File: config.mk
export PLATFORM = sky130hd
export DESIGN_NAME = bbp_core
export DESIGN_NICKNAME = d
export VERILOG_FILES = /design/src/bbp_pkg.sv /design/src/bbp_core.sv
export SDC_FILE = /design/constraint.sdc
export NUM_CORES = 1
export LEC_CHECK = 0
export ABC_AREA = 1
export BUFFER_PORTS_ARGS = -buffer_cell sky130_fd_sc_hd__buf_2
export CAP_MARGIN = 40
export CORE_AREA = 2 2 216 218
export DETAILED_ROUTE_END_ITERATION = 10
export DIE_AREA = 0 0 218 220
export GPL_TIMING_DRIVEN = 0
export PLACE_DENSITY_LB_ADDON = 0.08
export SKIP_LAST_GASP = 1
export SLEW_MARGIN = 20
export SYNTH_ARGS = -nofsm -noshare
export SYNTH_HDL_FRONTEND = slang
export SYNTH_SLANG_ARGS = --single-unit
File: constraint.sdc
create_clock -name sys_clk -period 6.83 [get_ports sys_clk]
set_input_delay 0.683 -clock sys_clk [delete_from_list [all_inputs] [get_ports sys_clk]]
set_output_delay 0.683 -clock sys_clk [all_outputs]
set_load 0.01 [all_outputs]
File: src/bbp_pkg.sv
`default_nettype none
package bbp_pkg;
    // Bus map, byte addresses
    localparam logic [11:0] BBP_CMD_OFS    = 12'h000;
    localparam logic [11:0] BBP_PC_OFS     = 12'h004;
    localparam logic [11:0] BBP_STAT_OFS   = 12'h008;
    localparam logic [1:0]  BBP_WIN_TAG    = 2'h1;
    // Direct byte space
    localparam logic [3:0]  BBP_RAM_HI     = 4'h2;
    localparam logic [7:0]  BBP_TCON_ADR   = 8'h88;
    localparam logic [7:0]  BBP_PSW_ADR    = 8'hd0;
    localparam logic [7:0]  BBP_ACC_ADR    = 8'he0;
    localparam logic [7:0]  BBP_B_ADR      = 8'hf0;
    localparam logic [7:0]  BBP_PORT_ADR [4] = '{8'h80, 8'h90, 8'ha0, 8'hb0};
    // Field positions
    localparam int          BBP_CY_POS     = 7;
    localparam int          BBP_TF1_POS    = 7;
    localparam int          BBP_TR1_POS    = 6;
    localparam int          BBP_TF0_POS    = 5;
    localparam int          BBP_TR0_POS    = 4;
    // Reset values
    localparam logic [31:0] BBP_PORT_RST   = 32'hffffffff;
    localparam logic [15:0] BBP_PC_RST     = 16'h0000;
    localparam logic [7:0]  BBP_BYTE_RST   = 8'h00;
    // Instruction lengths in bytes
    localparam logic [15:0] BBP_LEN1       = 16'h0001;
    localparam logic [15:0] BBP_LEN2       = 16'h0002;
    localparam logic [15:0] BBP_LEN3       = 16'h0003;

    typedef enum logic [4:0] {
        OP_SET_C, OP_CLR_C, OP_INV_C,
        OP_SET_BIT, OP_CLR_BIT, OP_INV_BIT,
        OP_BIT_TO_C, OP_C_TO_BIT,
        OP_AND_BIT, OP_AND_NBIT, OP_OR_BIT, OP_OR_NBIT,
        OP_JC, OP_JNC, OP_JB, OP_JNB, OP_JBC, OP_SHORT_RELATIVE_JUMP_OP
    } bbp_op_t;

    typedef struct packed {
        bbp_op_t    op;
        logic [7:0] rel;
        logic [7:0] bit_adr;
    } bbp_cmd_t;

    typedef enum {ST_IDLE, ST_CYC1, ST_CYC2} bbp_state_t;
endpackage : bbp_pkg
`default_nettype wire
File: src/bbp_core.sv
// Operation
// [RULE_01] Set, clear or invert any addressed bit in one cycle.
// [RULE_02] One-byte set, clear, invert act on the carry.
// [RULE_03] Eight-bit bit address selects one of 256 bits.
// [RULE_04] Bit to carry in one cycle; carry to bit in two.
// [RULE_05] AND/OR carry with addressed bit, result into carry.
// [RULE_06] Inverted-operand AND/OR; the source bit never changes.
// [RULE_07] Jump on carry set, or on carry clear.
// [RULE_08] Jump on addressed bit set, or clear; three bytes.
// [RULE_09] Jump-and-clear branches on set bit and clears it.
// [RULE_10] Conditional jumps are relative and always take two cycles.
// [RULE_11] Signed displacement added to PC past the instruction.
// [RULE_12] Zero displacement lands on the next instruction.
// [RULE_13] Short jump uses the same relative displacement.
// [RULE_14] Accumulator and B bits are individually addressable.
// [RULE_15] Carry lives in the status word; byte writes change it.
// [RULE_16] All status word bits, parity included, are testable.
// [RULE_17] Port pins are testable; output latches invertible in one cycle.
// [RULE_18] Timer run flags start/stop timers and read back state.
// [RULE_19] Timer overflow flags testable and clearable by bit ops.
// [RULE_20] Rotates and arithmetic also update the carry.
// [RULE_21] Addresses below 80H map to RAM bytes 20H to 2FH.
// [RULE_22] Addresses 80H up map to registers: upper five bits, bit index.
// [RULE_23] Bit writes are read-modify-write of the whole byte.
`timescale 1ns/1ps
`default_nettype none
module bbp_core
    import bbp_pkg::*;
(
    // Clock and reset
    input  wire logic        sys_clk,
    input  wire logic        nrst,
    // Wishbone slave
    input  wire logic        wb_cyc,
    input  wire logic        wb_stb,
    input  wire logic        wb_we,
    input  wire logic [11:0] wb_adr,
    input  wire logic [3:0]  wb_sel,
    input  wire logic [31:0] wb_dat_w,
    output logic      [31:0] wb_dat_r,
    output logic             wb_ack,
    // Port pins
    input  wire logic [31:0] port_pin,
    output logic      [31:0] port_out,
    // Timers
    input  wire logic [1:0]  tmr_ovf,
    output logic      [1:0]  timer_run,
    // Carry from rotates and arithmetic
    input  wire logic        alu_cy_we,
    input  wire logic        alu_cy,
    // Core status
    output logic      [15:0] pc_out,
    output logic             busy
);
    import bbp_pkg::*;

    bbp_state_t  state_q;
    bbp_cmd_t    cmd_q;
    logic [15:0] pc_q;
    logic        taken_q;
    logic        ack_q;
    logic [31:0] rdat_q;
    logic [31:0] pin_s1_q;
    logic [31:0] pin_s2_q;
    logic [7:0]  ram_q [16];
    logic [7:0]  acc_q;
    logic [7:0]  b_q;
    logic [6:1]  psw_q;
    logic        cy_q;
    logic [7:0]  tcon_q;
    logic [31:0] port_q;

    // Pins sample the pin value, read-modify-write uses the latch
    function automatic logic [7:0] rd_byte(input logic [7:0] a, input logic pins);
        logic [7:0] v;
        v = 8'h00;
        // [RULE_21] RAM bit block
        if (a[7:4] == BBP_RAM_HI)
            v = ram_q[a[3:0]];
        // [RULE_17] Pins or latches
        for (int i = 0; i < 4; i++)
        begin
            if (a == BBP_PORT_ADR[i])
                v = pins ? pin_s2_q[8*i +: 8] : port_q[8*i +: 8];
        end
        // [RULE_14] Accumulator and B bytes
        if (a == BBP_ACC_ADR)
            v = acc_q;
        if (a == BBP_B_ADR)
            v = b_q;
        // [RULE_16] Parity tracks the accumulator
        if (a == BBP_PSW_ADR)
            v = {cy_q, psw_q, ^acc_q};
        if (a == BBP_TCON_ADR)
            v = tcon_q;
        return v;
    endfunction : rd_byte

    // [RULE_22] Register bit space
    function automatic logic [7:0] byte_of(input logic [7:0] bit_adr);
        return bit_adr[7] ? {bit_adr[7:3], 3'h0} : {BBP_RAM_HI, bit_adr[6:3]};
    endfunction : byte_of

    // Execution operand
    // [RULE_03] Full 8-bit bit address
    wire logic [7:0]  x_adr      = byte_of(cmd_q.bit_adr);
    wire logic [2:0]  x_pos      = cmd_q.bit_adr[2:0];
    wire logic [7:0]  x_mask     = 8'h01 << x_pos;
    wire logic [7:0]  x_test     = rd_byte(x_adr, 1'b1);
    wire logic [7:0]  x_latch    = rd_byte(x_adr, 1'b0);
    wire logic        test_bit   = x_test[x_pos];
    wire logic        latch_bit  = x_latch[x_pos];

    logic        op_bit_we;
    logic        op_bit_val;
    logic        op_cy_we;
    logic        op_cy_val;
    logic        op_two;
    logic        op_cond;
    logic [15:0] op_len;

    always_comb
    begin
        op_bit_we  = 1'b0;
        op_bit_val = 1'b0;
        op_cy_we   = 1'b0;
        op_cy_val  = cy_q;
        op_two     = 1'b0;
        op_cond    = 1'b0;
        op_len     = BBP_LEN2;
        case (cmd_q.op)
            // [RULE_02] Carry forms
            OP_SET_C:    begin op_cy_we = 1'b1; op_cy_val = 1'b1;  op_len = BBP_LEN1; end
            OP_CLR_C:    begin op_cy_we = 1'b1; op_cy_val = 1'b0;  op_len = BBP_LEN1; end
            OP_INV_C:    begin op_cy_we = 1'b1; op_cy_val = ~cy_q; op_len = BBP_LEN1; end
            // [RULE_01] Constant load or invert
            OP_SET_BIT:  begin op_bit_we = 1'b1; op_bit_val = 1'b1; end
            OP_CLR_BIT:  begin op_bit_we = 1'b1; op_bit_val = 1'b0; end
            OP_INV_BIT:  begin op_bit_we = 1'b1; op_bit_val = ~latch_bit; end
            // [RULE_04] Transfers
            OP_BIT_TO_C: begin op_cy_we = 1'b1; op_cy_val = test_bit; end
            OP_C_TO_BIT: begin op_bit_we = 1'b1; op_bit_val = cy_q; op_two = 1'b1; end
            // [RULE_05] [RULE_06] Logic into carry only
            OP_AND_BIT:  begin op_cy_we = 1'b1; op_cy_val = cy_q & test_bit; end
            OP_AND_NBIT: begin op_cy_we = 1'b1; op_cy_val = cy_q & ~test_bit; end
            OP_OR_BIT:   begin op_cy_we = 1'b1; op_cy_val = cy_q | test_bit; end
            OP_OR_NBIT:  begin op_cy_we = 1'b1; op_cy_val = cy_q | ~test_bit; end
            // [RULE_07] Carry tests
            OP_JC:       begin op_two = 1'b1; op_cond = cy_q; end
            OP_JNC:      begin op_two = 1'b1; op_cond = ~cy_q; end
            // [RULE_08] Bit tests
            OP_JB:       begin op_two = 1'b1; op_cond = test_bit;  op_len = BBP_LEN3; end
            OP_JNB:      begin op_two = 1'b1; op_cond = ~test_bit; op_len = BBP_LEN3; end
            // [RULE_09] Clear goes in the second cycle
            OP_JBC:      begin op_two = 1'b1; op_cond = test_bit;  op_len = BBP_LEN3;
                               op_bit_we = 1'b1; end
            // [RULE_13] Unconditional relative
            OP_SHORT_RELATIVE_JUMP_OP:     begin op_two = 1'b1; op_cond = 1'b1; end
            default:     begin op_len = BBP_LEN1; end
        endcase
    end

    wire logic in_c1   = (state_q == ST_CYC1);
    wire logic in_c2   = (state_q == ST_CYC2);
    wire logic jbc_ok  = (cmd_q.op != OP_JBC) | taken_q;
    wire logic x_bit_we = op_bit_we & ((in_c1 & ~op_two) | (in_c2 & op_two & jbc_ok));
    wire logic x_cy_we  = op_cy_we & in_c1;
    // [RULE_23] Merge one bit into the latched byte
    wire logic [7:0] x_wdat = (x_latch & ~x_mask) | (op_bit_val ? x_mask : 8'h00);

    // [RULE_11] Target from advanced PC and signed byte
    wire logic [15:0] pc_next = 16'(pc_q + op_len);
    wire logic [15:0] pc_jump = 16'(pc_next + {{8{cmd_q.rel[7]}}, cmd_q.rel});

    // Bus decode
    wire logic hit_cmd  = (wb_adr[11:2] == BBP_CMD_OFS[11:2]);
    wire logic hit_pc   = (wb_adr[11:2] == BBP_PC_OFS[11:2]);
    wire logic hit_stat = (wb_adr[11:2] == BBP_STAT_OFS[11:2]);
    wire logic hit_win  = (wb_adr[11:10] == BBP_WIN_TAG);
    wire logic [7:0] win_adr = wb_adr[9:2];
    // Requests wait while an instruction runs, so bus and core never collide
    wire logic ack_d    = wb_cyc & wb_stb & ~ack_q & (state_q == ST_IDLE);
    wire logic bus_wr   = ack_q & wb_we & wb_sel[0];
    wire logic win_we   = bus_wr & hit_win;

    wire logic       wr_en = x_bit_we | win_we;
    wire logic [7:0] wr_a  = x_bit_we ? x_adr : win_adr;
    wire logic [7:0] wr_d  = x_bit_we ? x_wdat : wb_dat_w[7:0];

    wire logic [31:0] rd_mux =
        hit_cmd  ? {11'h0, cmd_q} :
        hit_pc   ? {16'h0000, pc_q} :
        hit_stat ? {29'h0, taken_q, cy_q, busy} :
        hit_win  ? {24'h000000, rd_byte(win_adr, 1'b1)} : 32'h00000000;

    // [RULE_19] Overflow set wins over a same-cycle clear
    wire logic [7:0] tcon_wr  = (wr_en && wr_a == BBP_TCON_ADR) ? wr_d : tcon_q;
    wire logic [7:0] tcon_set = (8'(tmr_ovf[1]) << BBP_TF1_POS) | (8'(tmr_ovf[0]) << BBP_TF0_POS);

    always_ff @(posedge sys_clk)
    begin
        pin_s1_q <= port_pin;
        pin_s2_q <= pin_s1_q;
    end

    // Byte storage
    always_ff @(posedge sys_clk)
    begin
        if (!nrst)
        begin
            for (int i = 0; i < 16; i++)
                ram_q[i] <= BBP_BYTE_RST;
            acc_q  <= BBP_BYTE_RST;
            b_q    <= BBP_BYTE_RST;
            psw_q  <= BBP_BYTE_RST[6:1];
            tcon_q <= BBP_BYTE_RST;
            port_q <= BBP_PORT_RST;
        end
        else
        begin
            if (wr_en && wr_a[7:4] == BBP_RAM_HI)
                ram_q[wr_a[3:0]] <= wr_d;
            if (wr_en && wr_a == BBP_ACC_ADR)
                acc_q <= wr_d;
            if (wr_en && wr_a == BBP_B_ADR)
                b_q <= wr_d;
            if (wr_en && wr_a == BBP_PSW_ADR)
                psw_q <= wr_d[6:1];
            // [RULE_18] Run flags held here drive the timers
            tcon_q <= tcon_wr | tcon_set;
            for (int i = 0; i < 4; i++)
            begin
                if (wr_en && wr_a == BBP_PORT_ADR[i])
                    port_q[8*i +: 8] <= wr_d;
            end
        end
    end

    // Carry: instruction, then status byte write, then ALU
    always_ff @(posedge sys_clk)
    begin
        if (!nrst)
            cy_q <= 1'b0;
        else if (x_cy_we)
            cy_q <= op_cy_val;
        // [RULE_15] Byte write to the status word
        else if (wr_en && wr_a == BBP_PSW_ADR)
            cy_q <= wr_d[BBP_CY_POS];
        // [RULE_20] Rotate and arithmetic side effect
        else if (alu_cy_we)
            cy_q <= alu_cy;
    end

    // Sequencer
    always_ff @(posedge sys_clk)
    begin
        if (!nrst)
        begin
            state_q <= ST_IDLE;
            cmd_q   <= '0;
            pc_q    <= BBP_PC_RST;
            taken_q <= 1'b0;
        end
        else
        begin
            case (state_q)
                ST_IDLE:
                begin
                    if (bus_wr && hit_cmd)
                    begin
                        cmd_q   <= bbp_cmd_t'(wb_dat_w[20:0]);
                        state_q <= ST_CYC1;
                    end
                    if (bus_wr && hit_pc)
                        pc_q <= wb_dat_w[15:0];
                end
                ST_CYC1:
                begin
                    // [RULE_10] Jumps always take the second cycle
                    if (op_two)
                    begin
                        taken_q <= op_cond;
                        state_q <= ST_CYC2;
                    end
                    else
                    begin
                        pc_q    <= pc_next;
                        state_q <= ST_IDLE;
                    end
                end
                ST_CYC2:
                begin
                    // [RULE_12] Zero offset gives pc_next
                    pc_q    <= taken_q ? pc_jump : pc_next;
                    state_q <= ST_IDLE;
                end
                default:
                    state_q <= ST_IDLE;
            endcase
        end
    end

    always_ff @(posedge sys_clk)
    begin
        if (!nrst)
        begin
            ack_q  <= 1'b0;
            rdat_q <= '0;
        end
        else
        begin
            ack_q  <= ack_d;
            rdat_q <= ack_d ? rd_mux : rdat_q;
        end
    end

    assign wb_ack    = ack_q;
    assign wb_dat_r  = rdat_q;
    assign port_out  = port_q;
    assign timer_run = {tcon_q[BBP_TR1_POS], tcon_q[BBP_TR0_POS]};
    assign pc_out    = pc_q;
    assign busy      = (state_q != ST_IDLE);
endmodule : bbp_core
`default_nettype wire

Word-level counts from Yosys, hierarchy flattened
Memories as Yosys holds them, arrays and structs flattened.
Cells that the tools add are included.

storage, ports and cells
  output and inout bits = 84
  input bits = 89
  register bits = 230
  logic and storage cells = 201
  RAM bits = 128
  memories kept = 1

memories
  name   words  width  rd ports  clocked after memory_dff  write ports  line            source
  ram_q  16     8      2         0                         16           bbp_core.sv:65  logic [7:0] ram_q [16];

operators by class
  mux-type cells = 63
  equality and inequality tests = 56
  add/sub/neg operators = 2
  reduce and logical (&&, ||, !) cells = 30
  magnitude comparators = 1
  shifts and indexed selects = 1
  bitwise logic cells = 28

operators by type and width
  kind                   count
  $mux W8                34
  $eq A8 B8 Y1 const B   24
  $eq A32 B2 Y1 const B  2
  $logic_not A32 Y1      2
  $mux W16               4
  $pmux W32 S2           1
  $pmux W16 S3           1
  $eq A5 B4 Y1 const B   8
  $add A16 B16 Y16       2
  $eq A32 B1 Y1 const B  1
  $eq A32 B3 Y1 const B  1
  $mux W32               1
  $reduce_bool A32 Y1    1
  $mux W21               1
  $eq A5 B3 Y1 const B   4
  $or A8 B8 Y8           2
  $reduce_or A8 Y1       2
  $and A1 B1 Y1          13
  $mux W1                13
  $eq A4 B2 Y1 const B   3
  $reduce_or A12 Y1      1
  $logic_and A1 B1 Y1    11
  $eq A10 B1 Y1 const B  1
  $eq A10 B2 Y1 const B  1
  31 further kinds       47

Longest topological paths before layout
  depth in word-level cells = 20
  mapped depth = 35
  gate-level depth less buffers = 34

Worst setup path after synthesis
No wires, ideal clock.

  kind = flip-flop to flip-flop
  start = register cmd_q[20] in the netlist's numbering
  end = register pc_q[15] (netlist: pc_out[15])
  required time = 6,698 ps
  period minus slack after synthesis = 4,729 ps
  path buffers = 1
  slack = 2,101 ps
  stages on the path, launching flop included = 27
  setup time = 132 ps
  arrival time = 4,597 ps
  path through = dfxtp_1 > buf_2 > nor2_1 > inv_1 > nor2_1 > a21oi_1 > nand3_1 > a2111oi_0 > ha_1 > inv_1 > fa_1 > nor3_1 > nand3_1 > or3_1 > xor2_1 > inv_1 > ha_1 > inv_1 > nor3_1 > a2111oi_0 > nand2_1 > a21oi_1 > o21ai_0 > o21ai_0 > a21oi_1 > o221ai_1 > a21oi_1

on the way
  cells in the longest elaborated chain, start to end = 7
  elaborated cells between the ends (all ways) = 27
  classes of those cells = add/sub: 2; eq/ne: 16; mux: 5; reduce/logical: 4

RTL lines
  item                                                                           line             source
  start: declaration                                                             bbp_core.sv:58   bbp_cmd_t cmd_q;
  start signal: assignment                                                       bbp_core.sv:271  cmd_q <= bbp_cmd_t'(wb_dat_w[20:0]);
  $eq A5 B5 Y1, or another cell as far along                                     bbp_core.sv:131  case (cmd_q.op)
  $reduce_or A12 Y1 (no source line) / $reduce_or A3 Y1 (equally long branches)  n/a
  $pmux W2 S2                                                                    bbp_core.sv:131
  $add A16 B16 Y16                                                               bbp_core.sv:172  wire logic [15:0] pc_next = 16'(pc_q + op_len);
  $add A16 B16 Y16                                                               bbp_core.sv:173  wire logic [15:0] pc_jump = 16'(pc_next + {{8{cmd_q.rel[7]}}, cmd_q.rel});
  $mux W16                                                                       bbp_core.sv:294  pc_q <= taken_q ? pc_jump : pc_next;
  $pmux W16 S3                                                                   bbp_core.sv:266  case (state_q)
  end signal: assignment                                                         bbp_core.sv:275  pc_q <= wb_dat_w[15:0];
  end signal: assignment                                                         bbp_core.sv:287  pc_q <= pc_next;
  end signal: assignment                                                         bbp_core.sv:294
  end: declaration                                                               bbp_core.sv:59   logic [15:0] pc_q;

Several ways; a longest one is shown, not always the timed one. The select of a mux whose other input is x is not followed.
A chain may end at the register's enable or synchronous reset.

Worst setup path after layout
Ends and elaborated chain as after synthesis.

==> results_dict.tcl <==
set metrics [dict create \
    antenna_found_initial 2 \
    grt_pass1_wl_mm 109.0 \
    row_count 79 \
    hold_path_startpoint "port_pin[24]" \
    fin_crit_sh_pct 87.97 \
    portBuffers 143 \
    numCtsBuffers 38 \
    finalWeightedCongestion 0.9666 \
    required_ns 7.25 \
    wl_met2_mm 33.66 \
    synth.distinct_cells 62 \
    slew_headroom_pct 39.49 \
    numClockSinks 317 \
    grt_setup_unrepaired "false" \
    post-place-ws_ns 0.9243 \
    outcome "completed" \
    area_growth_pct 16.06 \
    rr_worst_depth 27 \
    timing.final.crit_period_ns 6.009 \
    finalSetupViolCount 0 \
    ys_warn_count 0 \
    holdBufCountCts 0 \
    drt_iter0_markers 2134 \
    viasPerCell 5.534 \
    clkSlewWorstSetupHoldPaths_ns 0.06 \
    first_pass_iters 6 \
    cts_setup_buffers 0 \
    cts_resized 0 \
    yosys.area.top_type "edfxtp_1" \
    r2r_end "pc_out[15]$_SDFFE_PN0P_" \
    ys_seq_area_share_pct 43.39 \
    ant_nets 0 \
    drc 0 \
    timing.rr.start "cmd_q[20]$_SDFFE_PN0P_" \
    start_util_pct 38.33 \
    slowest_stage "a2111oi_0" \
    arrival_ns 6.43 \
    ys_seq_elements 317 \
    cts_tree "built" \
    cp-end-kind "flip-flop" \
    drive_above_1_share_pct 14.82 \
    ys_top_cells_by_area "edfxtp_1 (22%), dfxtp_1 (22%), nand2_1 (12%), nor2_1 (6.0%), nand3_1 (6.0%)" \
    cp_max_fo 10 \
    wirelength_mm 74.64 \
    timing.setup.tns_ns 0 \
    syn_area_sq_um 17580 \
    htreeDepth 2 \
    p_leak_nw 8.711 \
    seqCellArea_sq_um 7627 \
    num_io_pins 173 \
    whs_endpoint "pin_s1_q[24]$_DFF_P_" \
    clk-insertion-delay-late_ns 0.58 \
    r2r_setup_slack_ns 0.82 \
    maxCapViolCount 0 \
    grt_overflow_total 0 \
    root_buffer "clkbuf_16" \
    synth_edf_count 128 \
    route.met3.wl_mm 5.519 \
    hpwl_mm 57.43 \
    final_cell_count_no_fill 3193 \
    fin_ws_ns 0.8214 \
    hold_viol_final 0 \
    syn_avg_cell_area_sq_um 7.455 \
    vdd_drop_max_v 0.0001808 \
    powerDensity_nw_per_um2 250.0 \
    max_stage_delay_ns 0.49 \
    synth_flop_cell "dfxtp_1" \
    num_vias 17670 \
    max_clock_freq_mhz 166.4 \
    clock_path_buffers 3 \
    crit_type "flip-flop to flip-flop" \
    syn_inst 2358 \
    dp_cells 3123 \
    die_w_microns 218 \
    grt_pass1_vias 16570 \
    grt_use_total_pct 30.96 \
    async_reset_ff_share_pct 0 \
    wl_met1_mm 32.45 \
    die_h_microns 220 \
    nets 2670 \
    nFillCells 4800 \
    max_slew.worst_pin.slew_ns 0.9043 \
    grt_max_degree 15 \
    critPathBufInv 6 \
    core_area_sq_um 45860 \
    dieArea_sq_um 47960 \
    worst_clock_skew_ns 0.01523 \
    wire_per_inst_microns 23.38 \
    synth_top_area_share_pct 21.86 \
    holdPathStages 1 \
    multiInputGateArea_sq_um 8403 \
    top_layer "met5" \
    report.final.slew_viol_count 0 \
    cp-start-kind "flip-flop" \
    critPathTopFamily "compound AO/OA/AOI/OAI gates" \
    min_path_type "input port to flip-flop" \
]
[metrics by stage]
stage,utilization (%),area [sq um],hold slack (ns),power [mW]
floorplan,-,17620,0.3096,2.645
global placement,41.63,19090,0.3126,3.027
detailed placement,41.73,19140,0.3121,3.031
CTS,44.45,20390,0.1814,5.109
global route,44.48,20400,0.1847,5.273
finish,44.48,20400,0.2044,5.100
[area by class of cell]
cell class / instances / share of cell area (%)
clock buffer: 52 / 5.219
tap: 607 / 3.723
antenna: 1 / 0.01227
sequential: 317 / 37.38
timing repair buffer: 149 / 3.790
buffer: 130 / 3.373
inverter: 239 / 4.409
clock inverter: 16 / 0.9015
multi-input combinational: 1682 / 41.19
[cells by family after synthesis]
family | after synthesis | share of synthesized area, %
AND/OR/NAND/NOR | 1136 | 27.64
AO/OA/AOI/OAI | 475 | 16.23
buffers and inverters | 369 | 9.032
flip-flops | 317 | 43.39
adder cells (fa/ha/maj) | 24 | 1.794
XOR/XNOR | 21 | 1.046
multiplexers | 15 | 0.8541
other | 1 | 0.02133
[routing by layer]
metal / up-vias / global-route usage (%)
li1: 8266 / -
met1: 8437 / 42.47
met2: 791 / 49.37
met3: 171 / 4.375
met4: 4 / 11.75
met5: - / 0
[synthesized netlist by cell type, drive strengths merged (11+ instances only)]
cell	instances
o211ai	43
ha	22
buf	70
nor2	294
o221ai	11
edfxtp	128
o22ai	21
clkbuf	60
nand2	573
mux2i	15
nand4	20
a21oi	171
nand3	211
inv	236
nor3	25
dfxtp	189
o21ai	173
xor2	14
[registers in the layout (all words and copies together) (netlist names), 16 cells and up]
signal    flops
pin_s1_q     32
cmd_q        21
wb_dat_r     21
port_out     32
pin_s2_q     32
pc_out       16
ram_q       128
[worst max-delay path by stage]
stage,slack [ns],start,to,cells past startpoint
after floorplan,2.10,cmd_q[20]$_SDFFE_PN0P_,pc_out[15]$_SDFFE_PN0P_,26
after global placement,0.38,cmd_q[20]$_SDFFE_PN0P_,pc_out[15]$_SDFFE_PN0P_,26
after detailed placement,0.92,cmd_q[20]$_SDFFE_PN0P_,pc_out[15]$_SDFFE_PN0P_,27
after CTS,0.88,cmd_q[20]$_SDFFE_PN0P_,pc_out[15]$_SDFFE_PN0P_,27
after global routing,0.26,cmd_q[20]$_SDFFE_PN0P_,pc_out[15]$_SDFFE_PN0P_,27
final,0.82,cmd_q[20]$_SDFFE_PN0P_,pc_out[15]$_SDFFE_PN0P_,27
[where the power goes]
| group | internal (mW) | switching [mW] | total [mW] |
|---|---|---|---|
| registers | 2.04 | 0.0595 | 2.10 |
| logic | 0.249 | 0.673 | 0.921 |
| clock network | 1.21 | 0.871 | 2.08 |
[layout by cell type (no fill, tap or decap), types with 30 or more instances in the layout]
cell type  count
edfxtp_1     128
clkbuf_16     39
nand2_2       31
dfxtp_1      189
o211ai_1      42
nand2_1      542
nor2_1       282
inv_2         30
buf_2        168
clkbuf_1      68
nand3_1      210
inv_1        205
o21ai_0      123
a21oi_1      170
Note: power is estimated with default switching activity, not from simulation.
